===== config.mk =====
export PLATFORM = sky130hd
export DESIGN_NAME = memory_bank_conflict_arbiter
export DESIGN_NICKNAME = d
export VERILOG_FILES = /design/src/include/bank_arb_pkg.sv /design/src/hdl/memory_bank_conflict_arbiter.sv /design/src/hdl/bank_decode.sv /design/src/hdl/write_delay_line.sv
export SDC_FILE = /design/constraint.sdc
export NUM_CORES = 1
export LEC_CHECK = 0
export BUFFER_PORTS_ARGS = -buffer_cell sky130_fd_sc_hd__buf_2
export CAP_MARGIN = 20
export CORE_MARGIN = 2
export CORE_UTILIZATION = 35
export CTS_BUF_LIST = sky130_fd_sc_hd__clkbuf_16
export CTS_CLUSTER_DIAMETER = 150
export DETAILED_ROUTE_END_ITERATION = 12
export MAX_ROUTING_LAYER = met4
export PLACE_DENSITY = 0.65
export SYNTH_ARGS = -nofsm -noshare
export SYNTH_HDL_FRONTEND = slang
export SYNTH_SLANG_ARGS = --single-unit

===== constraint.sdc =====
create_clock -name mclk -period 3.2 [get_ports mclk]
set_input_delay 0.32 -clock mclk [delete_from_list [all_inputs] [get_ports mclk]]
set_output_delay 0.32 -clock mclk [all_outputs]
set_load 0.05 [all_outputs]

===== src/include/bank_arb_pkg.sv =====
/*
  Shared types and constants for the memory bank conflict arbiter.
  Assumes a 16-bit word-addressed data space split into equal banks.
*/
`default_nettype none
package bank_arb_pkg;
  localparam int ADDR_W     = 16;
  localparam int WORD_W     = 16;
  localparam int BANK_W     = 3;
  localparam int NUM_BANKS  = 8;
  localparam int BANK_SHIFT = 13;
  localparam int NUM_RD     = 4;
  // Requester slots, highest read priority first
  localparam int REQ_X = 0;
  localparam int REQ_Y = 1;
  localparam int REQ_C = 2;
  localparam int REQ_P = 3;
  localparam int DUAL_SLOTS = 2;
  localparam int CLK_PERIOD_PS = 5000;
  // A write is performed this long after it is issued
  localparam int WRITE_DELAY_PS = 10000;
  localparam int WRITE_DELAY_CYC = (WRITE_DELAY_PS + CLK_PERIOD_PS - 1) / CLK_PERIOD_PS;
  localparam int IBUF_BYTES = 64;
  localparam int IBUF_WORDS = IBUF_BYTES / 2;
  localparam logic [NUM_BANKS-1:0] DUAL_MASK_RST = 8'h0F;

  typedef logic [ADDR_W-1:0] addr_t;
  typedef logic [WORD_W-1:0] word_t;
  typedef logic [BANK_W-1:0] bank_t;

  typedef struct packed {
    logic  valid;
    logic  longAcc;
    addr_t addr;
  } rd_req_t;

  typedef struct packed {
    logic  valid;
    logic  longAcc;
    addr_t addr;
    bank_t bank;
  } rd_cmd_t;

  typedef struct packed {
    logic  valid;
    logic  longAcc;
    addr_t addr;
    word_t dataHi;
    word_t dataLo;
  } wr_req_t;
endpackage
`default_nettype wire


===== src/hdl/memory_bank_conflict_arbiter.sv =====
/*
  Memory bank conflict arbiter between the CPU data/program buses and on-chip banks.
  Assumes requesters hold a request only while ready is high, and that writes
  never need back-pressure: they are performed a fixed delay after issue.
*/
`timescale 1ns/1ps
`default_nettype none
module memory_bank_conflict_arbiter #(
  parameter logic [bank_arb_pkg::NUM_BANKS-1:0] DUAL_MASK = bank_arb_pkg::DUAL_MASK_RST,
  parameter int                                 WR_DELAY  = bank_arb_pkg::WRITE_DELAY_CYC
) (
  // Clock and reset
  input  wire logic                                        mclk,
  input  wire logic                                        resetn,
  // Read requests: data X, data Y, coefficient, program fetch
  input  wire bank_arb_pkg::rd_req_t [bank_arb_pkg::NUM_RD-1:0] readReq,
  output logic                     [bank_arb_pkg::NUM_RD-1:0] readReady,
  output logic                     [bank_arb_pkg::NUM_RD-1:0] readStall,
  // Commands issued to the banks, one per read slot
  output bank_arb_pkg::rd_cmd_t    [bank_arb_pkg::NUM_RD-1:0] readCmd,
  // Write issue and the write as performed
  input  wire bank_arb_pkg::wr_req_t                           writeReq,
  output bank_arb_pkg::wr_req_t                                writeCmd,
  // Local repeat loop
  input  wire logic                                            loopActive,
  input  wire bank_arb_pkg::addr_t                             loopStart
);
  import bank_arb_pkg::*;

  localparam int WR_BITS = $bits(wr_req_t);
  localparam logic [ADDR_W-1:0] IBUF_SPAN = ADDR_W'(IBUF_WORDS);

  // Pending slots, one per read requester
  rd_req_t [NUM_RD-1:0] pend_reg, pend_next;
  logic    [NUM_RD-1:0] ready_reg, ready_next;
  logic    [NUM_RD-1:0] stall_reg, stall_next;
  rd_cmd_t [NUM_RD-1:0] cmd_reg, cmd_next;
  wr_req_t              wcmd_reg, wcmd_next;
  // Loop buffer tracking
  logic loopSeen_reg, loopSeen_next;
  logic loopFull_reg, loopFull_next;

  wr_req_t              wrDue;
  logic [WR_BITS-1:0]   wrDueBits;
  bank_t                wrBank;
  logic                 wrDual;
  bank_t [NUM_RD-1:0]   rdBank;
  logic  [NUM_RD-1:0]   rdDual;
  logic  [NUM_RD-1:0]   grant;
  logic                 bufHit;

  // Write travels to its perform stage
  write_delay_line #(
    .WIDTH (WR_BITS),
    .DEPTH (WR_DELAY)
  ) u_wr_delay (
    .mclk   (mclk),
    .resetn (resetn),
    .din    (writeReq),
    .dout   (wrDueBits)
  );
  assign wrDue = wr_req_t'(wrDueBits);

  bank_decode #(.DUAL_MASK(DUAL_MASK)) u_wr_dec (
    .addr   (wrDue.addr),
    .bank   (wrBank),
    .isDual (wrDual)
  );

  for (genvar g = 0; g < NUM_RD; g++) begin : g_dec
    bank_decode #(.DUAL_MASK(DUAL_MASK)) u_rd_dec (
      .addr   (pend_reg[g].addr),
      .bank   (rdBank[g]),
      .isDual (rdDual[g])
    );
  end

  // Program fetch inside the buffered loop after its first pass
  assign bufHit = loopActive && loopFull_reg &&
                  ((pend_reg[REQ_P].addr - loopStart) < IBUF_SPAN);

  // Per-cycle bank arbitration in fixed priority order
  always_comb begin
    logic [NUM_BANKS-1:0] busy;
    logic [1:0]           reads [NUM_BANKS];
    busy  = '0;
    grant = '0;
    for (int b = 0; b < NUM_BANKS; b++) begin
      reads[b] = 2'h0;
    end
    // The write is older and is never held back; reads in its bank wait if that bank is single
    if (wrDue.valid && !wrDual) begin
      busy[wrBank] = 1'b1;
    end
    // Dual banks take the write in its own slot, so reads are unaffected
    for (int i = 0; i < NUM_RD; i++) begin
      if (pend_reg[i].valid) begin
        if (i == REQ_P && bufHit) begin
          grant[i] = 1'b1;
        end else if (!rdDual[i]) begin
          // Long words count once: one address, one bank cycle
          if (!busy[rdBank[i]]) begin
            grant[i]          = 1'b1;
            busy[rdBank[i]]   = 1'b1;
          end
        end else if (reads[rdBank[i]] < 2'(DUAL_SLOTS)) begin
          grant[i] = 1'b1;
          if (i != REQ_P) begin
            reads[rdBank[i]] = reads[rdBank[i]] + 2'h1;
          end
        end
        // Fetch found two data reads already in its dual bank: it waits
      end
    end
  end

  // Slot, answer and command registers
  always_comb begin
    pend_next  = pend_reg;
    cmd_next   = '0;
    stall_next = '0;
    for (int i = 0; i < NUM_RD; i++) begin
      if (pend_reg[i].valid) begin
        if (grant[i]) begin
          pend_next[i].valid   = 1'b0;
          cmd_next[i].valid    = !(i == REQ_P && bufHit);
          cmd_next[i].longAcc  = pend_reg[i].longAcc;
          cmd_next[i].addr     = pend_reg[i].addr;
          cmd_next[i].bank     = rdBank[i];
        end else begin
          stall_next[i] = 1'b1;
        end
      end else if (readReq[i].valid) begin
        pend_next[i] = readReq[i];
      end
    end
    for (int i = 0; i < NUM_RD; i++) begin
      ready_next[i] = !pend_next[i].valid;
    end
    // Both 16-bit words of a long write go out under one address
    wcmd_next = wrDue;
  end

  always_ff @(posedge mclk) begin
    if (!resetn) begin
      pend_reg  <= '0;
      cmd_reg   <= '0;
      stall_reg <= '0;
      ready_reg <= '1;
      wcmd_reg  <= '0;
    end else begin
      pend_reg  <= pend_next;
      cmd_reg   <= cmd_next;
      stall_reg <= stall_next;
      ready_reg <= ready_next;
      wcmd_reg  <= wcmd_next;
    end
  end

  // Loop buffer fills during the first pass only
  always_comb begin
    loopSeen_next = loopSeen_reg;
    loopFull_next = loopFull_reg;
    if (!loopActive) begin
      loopSeen_next = 1'b0;
      loopFull_next = 1'b0;
    end else if (grant[REQ_P] && pend_reg[REQ_P].addr == loopStart) begin
      loopSeen_next = 1'b1;
      loopFull_next = loopSeen_reg;
    end
  end

  always_ff @(posedge mclk) begin
    if (!resetn) begin
      loopSeen_reg <= 1'b0;
      loopFull_reg <= 1'b0;
    end else begin
      loopSeen_reg <= loopSeen_next;
      loopFull_reg <= loopFull_next;
    end
  end

  assign readReady = ready_reg;
  assign readStall = stall_reg;
  assign readCmd   = cmd_reg;
  assign writeCmd  = wcmd_reg;

  logic xyShare, wrOnX, xLongAlone;
  assign xyShare = pend_reg[REQ_X].valid && pend_reg[REQ_Y].valid &&
                   rdBank[REQ_X] == rdBank[REQ_Y];
  assign wrOnX   = pend_reg[REQ_X].valid && wrDue.valid && !wrDual && wrBank == rdBank[REQ_X];
  assign xLongAlone = pend_reg[REQ_X].valid && pend_reg[REQ_X].longAcc &&
                      !rdDual[REQ_X] && !wrOnX;

  // Bank uses per cycle; a write counts only in a single bank, a buffered fetch nowhere
  logic [2:0] useCnt [NUM_BANKS];
  always_comb begin
    for (int b = 0; b < NUM_BANKS; b++) begin
      useCnt[b] = 3'h0;
      if (wrDue.valid && !wrDual && wrBank == bank_t'(b)) begin
        useCnt[b] = 3'h1;
      end
      for (int i = 0; i < NUM_RD; i++) begin
        if (grant[i] && !(i == REQ_P && bufHit) && rdBank[i] == bank_t'(b)) begin
          useCnt[b] = useCnt[b] + 3'h1;
        end
      end
    end
  end

  // A stalled request keeps its slot, so the requester sees back-pressure
  for (genvar g = 0; g < NUM_RD; g++) begin : g_slot_chk

  end

  for (genvar b = 0; b < NUM_BANKS; b++) begin : g_bank_chk
    if (DUAL_MASK[b]) begin : g_dual

    end else begin : g_single

    end
  end
endmodule
`default_nettype wire


===== src/hdl/bank_decode.sv =====
/*
  Bank index and bank kind for one access address.
  Assumes banks are contiguous, power-of-two sized.
*/
`timescale 1ns/1ps
`default_nettype none
module bank_decode #(
  parameter logic [bank_arb_pkg::NUM_BANKS-1:0] DUAL_MASK = bank_arb_pkg::DUAL_MASK_RST
) (
  // Access address
  input  wire bank_arb_pkg::addr_t addr,
  // Decoded bank
  output bank_arb_pkg::bank_t      bank,
  output logic                     isDual
);
  import bank_arb_pkg::*;

  assign bank   = addr[BANK_SHIFT +: BANK_W];
  assign isDual = DUAL_MASK[bank];
endmodule
`default_nettype wire


===== src/hdl/write_delay_line.sv =====
/*
  Fixed-latency shift line that carries an issued write to its perform stage.
  Assumes one write issued per cycle at most.
*/
`timescale 1ns/1ps
`default_nettype none
module write_delay_line #(
  parameter int WIDTH = 8,
  parameter int DEPTH = 2
) (
  // Clock and reset
  input  wire logic             mclk,
  input  wire logic             resetn,
  // Data
  input  wire logic [WIDTH-1:0] din,
  output logic      [WIDTH-1:0] dout
);
  logic [WIDTH-1:0] stage_reg  [DEPTH];
  logic [WIDTH-1:0] stage_next [DEPTH];

  always_comb begin
    stage_next[0] = din;
    for (int i = 1; i < DEPTH; i++) begin
      stage_next[i] = stage_reg[i-1];
    end
  end

  always_ff @(posedge mclk) begin
    for (int i = 0; i < DEPTH; i++) begin
      if (!resetn) begin
        stage_reg[i] <= '0;
      end else begin
        stage_reg[i] <= stage_next[i];
      end
    end
  end

  assign dout = stage_reg[DEPTH-1];
endmodule
`default_nettype wire


; Word-level counts from Yosys, hierarchy flattened
; Memories as Yosys holds them, arrays and structs flattened. A register that Yosys moved wholly into a read port is not among the register bits.
; Index checks and enable logic that the tools add are counted.
[word_totals]
register_bits = 216
ramBits = 100
romBits = 56
output_inout_bits = 142
n_memories = 7
[memory_table]
columns = name, words, word_bits, read_ports, rd_clocked_by_memory_dff, write_ports, line_no
row1 = u_wr_delay.stage_reg, 2, 50, 2, 0, 2, write_delay_line.sv:18  ; logic [WIDTH-1:0] stage_reg [DEPTH];
row2 = (no name shown), 8, 2, 1, 0, 0, memory_bank_conflict_arbiter.sv:109  ; reads[rdBank[i]] = reads[rdBank[i]] + 2'h1;
row3 = (no name shown), 8, 1, 1, 0, 0, bank_decode.sv:19  ; assign isDual = DUAL_MASK[bank];
row4 = (no name shown), 8, 1, 1, 1, 0, bank_decode.sv:19
row5 = (no name shown), 8, 1, 1, 1, 0, bank_decode.sv:19
row6 = (no name shown), 8, 1, 1, 1, 0, bank_decode.sv:19
row7 = 1 more memories, --, --, --, --, --, --
[classes]
n_addsub = 4
n_lt_le_gt_ge = 21
n_eq_ne = 1
muxes = 103
bitwise = 14
n_reduce_logical = 30
[ops]
columns = op, n
row1 = $mux W16, 9
row2 = $mux W50, 2
row3 = $mux W8, 10
row4 = $mux W18, 4
row5 = $mux W21, 3
row6 = $mux W1, 40
row7 = $bwmux W16, 2
row8 = $mux W3, 8
row9 = $or A8 B8 Y8, 3
row10 = $mux W2, 11
row11 = $lt A3 B4 Y1 const B, 5
row12 = $bmux W2 S3, 3
row13 = $demux W2 S3, 3
row14 = $reduce_and A2 Y1, 9
row15 = $and A16 B16 Y16, 1
row16 = $eq A16 B16 Y1, 1
row17 = $ge A4 B4 Y1 const B, 4
row18 = $lt A16 B6 Y1 const B, 1
row19 = $not A3 Y4, 4
row20 = $sub A16 B16 Y16, 1
row21 = $bmux W1 S3, 4
row22 = $demux W1 S3, 4
row23 = $ge A3 B1 Y1 const B, 4
row24 = $lt A4 B1 Y1 const B, 3
row25 = 7 further kinds, 34

; Logic depth before layout (Yosys ltp)
[logic_depth]
word_depth = 36
depth_mapped = 13
depth_no_buf = 12

; By module
; A second synthesis with hierarchy kept.
[hier_totals]
hier_cells = 1231
hier_area_um2 = 11956.5
[modules_own_cells]
columns = mod, instances, cells_each, area_per_inst_um2, seq_area_each_um2
row1 = memory_bank_conflict_arbiter, 1, 1001, 9036.2, 4324.1
row2 = write_delay_line, 1, 210, 2788.9, 2001.9
row3 = bank_decode, 5, 4, 26.3, 0.0

; Worst setup path after synthesis
; Ideal clock, no wire load.
[synth_path]
kind = input-to-reg
start = input loopStart[2]
end = register cmd_reg (netlist bit readCmd[71])
setup_time_ns = 0.113
arrival_ns = 2.821
setup_slack_ns = 0.265
stages = 13
path_buffers = 1
cell_sequence = inv_1 ha_1 o21ai_1 a21oi_1 o41ai_2 a31oi_1 o41a_1 and3_1 o311a_1 o221a_2 a21oi_4 buf_4 nor2_1
[synth_between]
elab_chain_len = 6
[synth_lines]
columns = item, line_no
row1 = from (decl), memory_bank_conflict_arbiter.sv:26  ; input wire bank_arb_pkg::addr_t loopStart
row2 = $sub A16 B16 Y16, memory_bank_conflict_arbiter.sv:80  ; ((pend_reg[REQ_P].addr - loopStart) < IBUF_SPAN);
row3 = $lt A16 B6 Y1, memory_bank_conflict_arbiter.sv:80
row4 = $logic_and A1 B1 Y1, memory_bank_conflict_arbiter.sv:79  ; assign bufHit = loopActive && loopFull_reg &&
row5 = $mux W1, memory_bank_conflict_arbiter.sv:98  ; if (i == REQ_P && bufHit) begin
row6 = $mux W1, memory_bank_conflict_arbiter.sv:97  ; if (pend_reg[i].valid) begin
row7 = $reduce_and A3 Y1 (no line), --
row8 = to (signal assigned), memory_bank_conflict_arbiter.sv:153  ; cmd_reg <= cmd_next;
row9 = to (decl), memory_bank_conflict_arbiter.sv:37  ; rd_cmd_t [NUM_RD-1:0] cmd_reg, cmd_next;
; No other way between the ends.
; A chain may end at the register's enable or synchronous reset.

; Worst setup path after layout
[layout_path]
start = register pend_reg[55] (netlist name)
end = register cmd_reg (netlist bit readCmd[75])
[layout_between]
elab_chain_len = 6
[layout_lines]
columns = item, line_no
row1 = from (decl), memory_bank_conflict_arbiter.sv:34  ; rd_req_t [NUM_RD-1:0] pend_reg, pend_next;
row2 = from (signal assigned), memory_bank_conflict_arbiter.sv:152  ; pend_reg <= pend_next;
row3 = $sub A16 B16 Y16, memory_bank_conflict_arbiter.sv:80
row4 = $lt A16 B6 Y1, memory_bank_conflict_arbiter.sv:80
row5 = $logic_and A1 B1 Y1, memory_bank_conflict_arbiter.sv:79
row6 = $mux W1, memory_bank_conflict_arbiter.sv:98
row7 = $mux W1, memory_bank_conflict_arbiter.sv:97
row8 = $reduce_and A3 Y1 (no line), --
; No other way between the ends.

==> summary.txt <==
Finish
  • Max FFs per register: 100
  • Nets: 1,656
  • Fin area: 14,900 sq um
  • Most common cell after layout, fill and taps aside: dfxtp_1
  • Layout area overhead: 32.7%
  • Layout Utilization: 0.472
  • Layout cells sized above 1: 0.298
  • Most frequent cells in the layout: 297 x dfxtp_1, 281 x buf_2, 203 x and2_1, 169 x nand2_1, 68 x buf_4

Synthesis
  • Library cells used by synthesis: 81
  • Mapped Cells: 1,172
  • Synth Warn #: 0
  • Yosys top cell area share: 0.547
  • Post-synth ARST share: 0
  • Post-synth EDFFs: 0
  • Leading area contributor after synthesis: dfxtp_1
  • Predominant post-synthesis flop cell: dfxtp_1
  • Area contributors post-synth: dfxtp_1 55%, and2_1 11%, nand2_1 5.6%, a21boi_0 4.3%, clkbuf_1 1.9%
  • Register area share after synthesis: 0.547
  • Post-synth net total: 1,328
  • Seq cells post-synth: 308
  • Mapped Area: 11,300 sq um
  • Mean Syn Cell Area: 9.61 sq um

Die
  • Die ar.: 33,600 sq um
  • Starting density of the core: 0.356
  • Row count: 65
  • Die Width: 183 um
  • Die Ht: 183 um
  • Ports: 283
  • Core area: 31,600 sq um

Worst setup path
  • Cell Chain, Critical Path: ha_4 > nand2b_1 > a21oi_2 > o41ai_4 > a31oi_2 > o41a_1 > and3_4 > o311a_1 > o221a_4 > a21oi_4 > clkbuf_16 > nor2_1
  • Critical path endpoint category: register
  • Flop2flop setup slack: 0.08 ns
  • Req. time, crit path: 3.61 ns
  • Slowest cell on crit path: o41a_1
  • CP max FO: 6
  • Reg2reg start: pend_reg[55]
  • Worst path bufs/invs: 1
  • Levels on crit path: 12
  • CP peak stage delay: 0.41 ns
  • CP arrival: 3.52 ns
  • Crit Path Class: reg2reg
  • Top delay family on crit path: compound AO/OA/AOI/OAI gates
  • Startpoint types: register
  • RR Endpoint: readCmd[75]
  • Worst r2r path cells: 12

Run status
  • Outcome: finished clean

STA
  • Unrepaired setup endpoints after global routing: yes
  • Clk_skew: 0.0189 ns
  • Fmax: 321 MHz
  • Pins over their slew limit: 0
  • # setup viols final: 0
  • Tightest Pin Transition: 0.914 ns
  • Final Hold Viols: 0
  • Final min period: 3.12 ns
  • Final Cycle Share: 0.974
  • Slew margin rel.: 0.388

Placement
  • Port bufs: 282
  • Placed Area: 13,300 sq um
  • DP HPWL: 20,200 um
  • Routability cong.: 0.902

Pwr
  • Leakage: 0.00677 uW
  • Pwr per Cell Area: 591 nW/um^2
  • Peak VDD IR: 0.000492 V

Clock network
  • Clk sinks: 308
  • Clock transition at the registers of the reported paths: 0.06 ns
  • Clock Tree Buf Depth: 3
  • CTS Root Cell: clkbuf_16
  • H-tree levels: 2
  • CTS buffer count: 34
  • CTS tree: built
  • Clock Latency Late Sink: 0.52 ns

Drt
  • Routed wire length: 28,500 um
  • Drc violations: 0
  • Vias per cell: 4.71
  • Routed via count: 9,076
  • Initial DRC Count: 457
  • Routed length per placed instance: 14.8 um
  • First drt pass iteration count: 5
  • Antenna-violating nets left: 0

Global routing
  • Antenna violations before repair: 4
  • Tot GR Track Use: 0.167
  • First-pass GRT wire length: 44,000 um
  • Vias in the first global route: 8,707
  • Total grt overflow: 0
  • Largest net degree at the start of global routing: 156

Hold path
  • Worst hold endpoint: u_wr_delay.stage_reg[0][30]
  • Hold Crit Start: writeReq[30]
  • Hold depth: 2
  • Hold/Removal Path Class: in2reg

Run
  • # Max-Cap Violations: 0
[layout make-up]
cell class,count,area (sq um)
Clock inverter,23,235
Tap cell,402,503
Multi-Input combinational cell,747,4730
Sequential cell,308,6190
Timing Repair Buffer,378,2280
Inverter,31,116
Fill cell,2957,16700
Antenna cell,4,10.0
Clock buffer,35,876
[cells by family (layout without fill, tap and decap cells)]
| logic type | after synthesis | count (layout) | synth area share |
|---|---|---|---|
| adder cells (fa/ha/maj) | 15 | 15 | 0.0167 |
| XOR/XNOR | 18 | 18 | 0.0163 |
| other | 0 | 4 | 0 |
| AO/OA/AOI/OAI | 180 | 180 | 0.123 |
| AND/OR/NAND/NOR | 530 | 530 | 0.246 |
| flip-flops | 308 | 308 | 0.547 |
| buffers and inverters | 117 | 467 | 0.0474 |
| multiplexers | 4 | 4 | 0.00356 |
[synth_stat cells (all sizes together), types with 8 or more instances]
master,instances
nor2,56
nor2b,12
buf,29
nand3,15
nand2b,15
ha,15
and2,204
a21oi,22
dfxtp,308
nand2,169
xor2,14
clkbuf,57
o21ai,13
nor3,22
inv,31
o32ai,8
a21boi,64
[layer usage]
layer  up-vias  wire, um  track usage
met5         -         0            -
met4         0       783       0.0544
met3        68      2450       0.0550
met2       315     13000        0.267
met1      4174     12300        0.199
li1       4519         -            -
[power by group]
part,total [uW],internal (uW),switching (uW)
Sequential,4070,3990,86.2
Clock,3850,2320,1530
Combinational,916,390,525
Total,8840,6690,2140
[worst max-delay path by stage]
| stage | end | slack (ns) | from |
|---|---|---|---|
| 3_3_place_gp | readCmd[57] | -0.02 | pend_reg[14] |
| 4_1_cts | pend_reg[71] | 0.04 | pend_reg[56] |
| 5_1_grt | readReady[3] | -0.04 | pend_reg[14] |
| 6_report | readCmd[75] | 0.08 | pend_reg[55] |
| 2_1_floorplan | readCmd[71] | 0.27 | loopStart[2] |
| 3_5_place_dp | readCmd[46] | -0.12 | pend_reg[13] |
[per-stage QoR]
step / worst slack (ns) / instances / TNS [ns] / hold WS, ns / power [uW]
floorplan: 0.265 / 1172 / 0 / 0.410 / 4680
global placement: -0.0219 / 1837 / -0.343 / 0.413 / 4990
detailed placement: -0.125 / 1837 / -2.39 / 0.417 / 5000
CTS: 0.0423 / 1916 / 0 / 0.000134 / 8900
global route: -0.0365 / 1928 / -0.295 / 0.00641 / 9200
finish: 0.0842 / 1928 / 0 / 0.0159 / 8840
[timing repair]
action | in CTS | in global routing
resized for setup | 3 | 42
setup endpoints to repair | 24 | 23
gates cloned | 0 | 2
hold endpoints to repair | 21 | 0
buffers inserted | 0 | 6
hold buffers | 21 | 0
pin swaps | 0 | 13
Note: power is estimated with default switching activity, not from simulation.
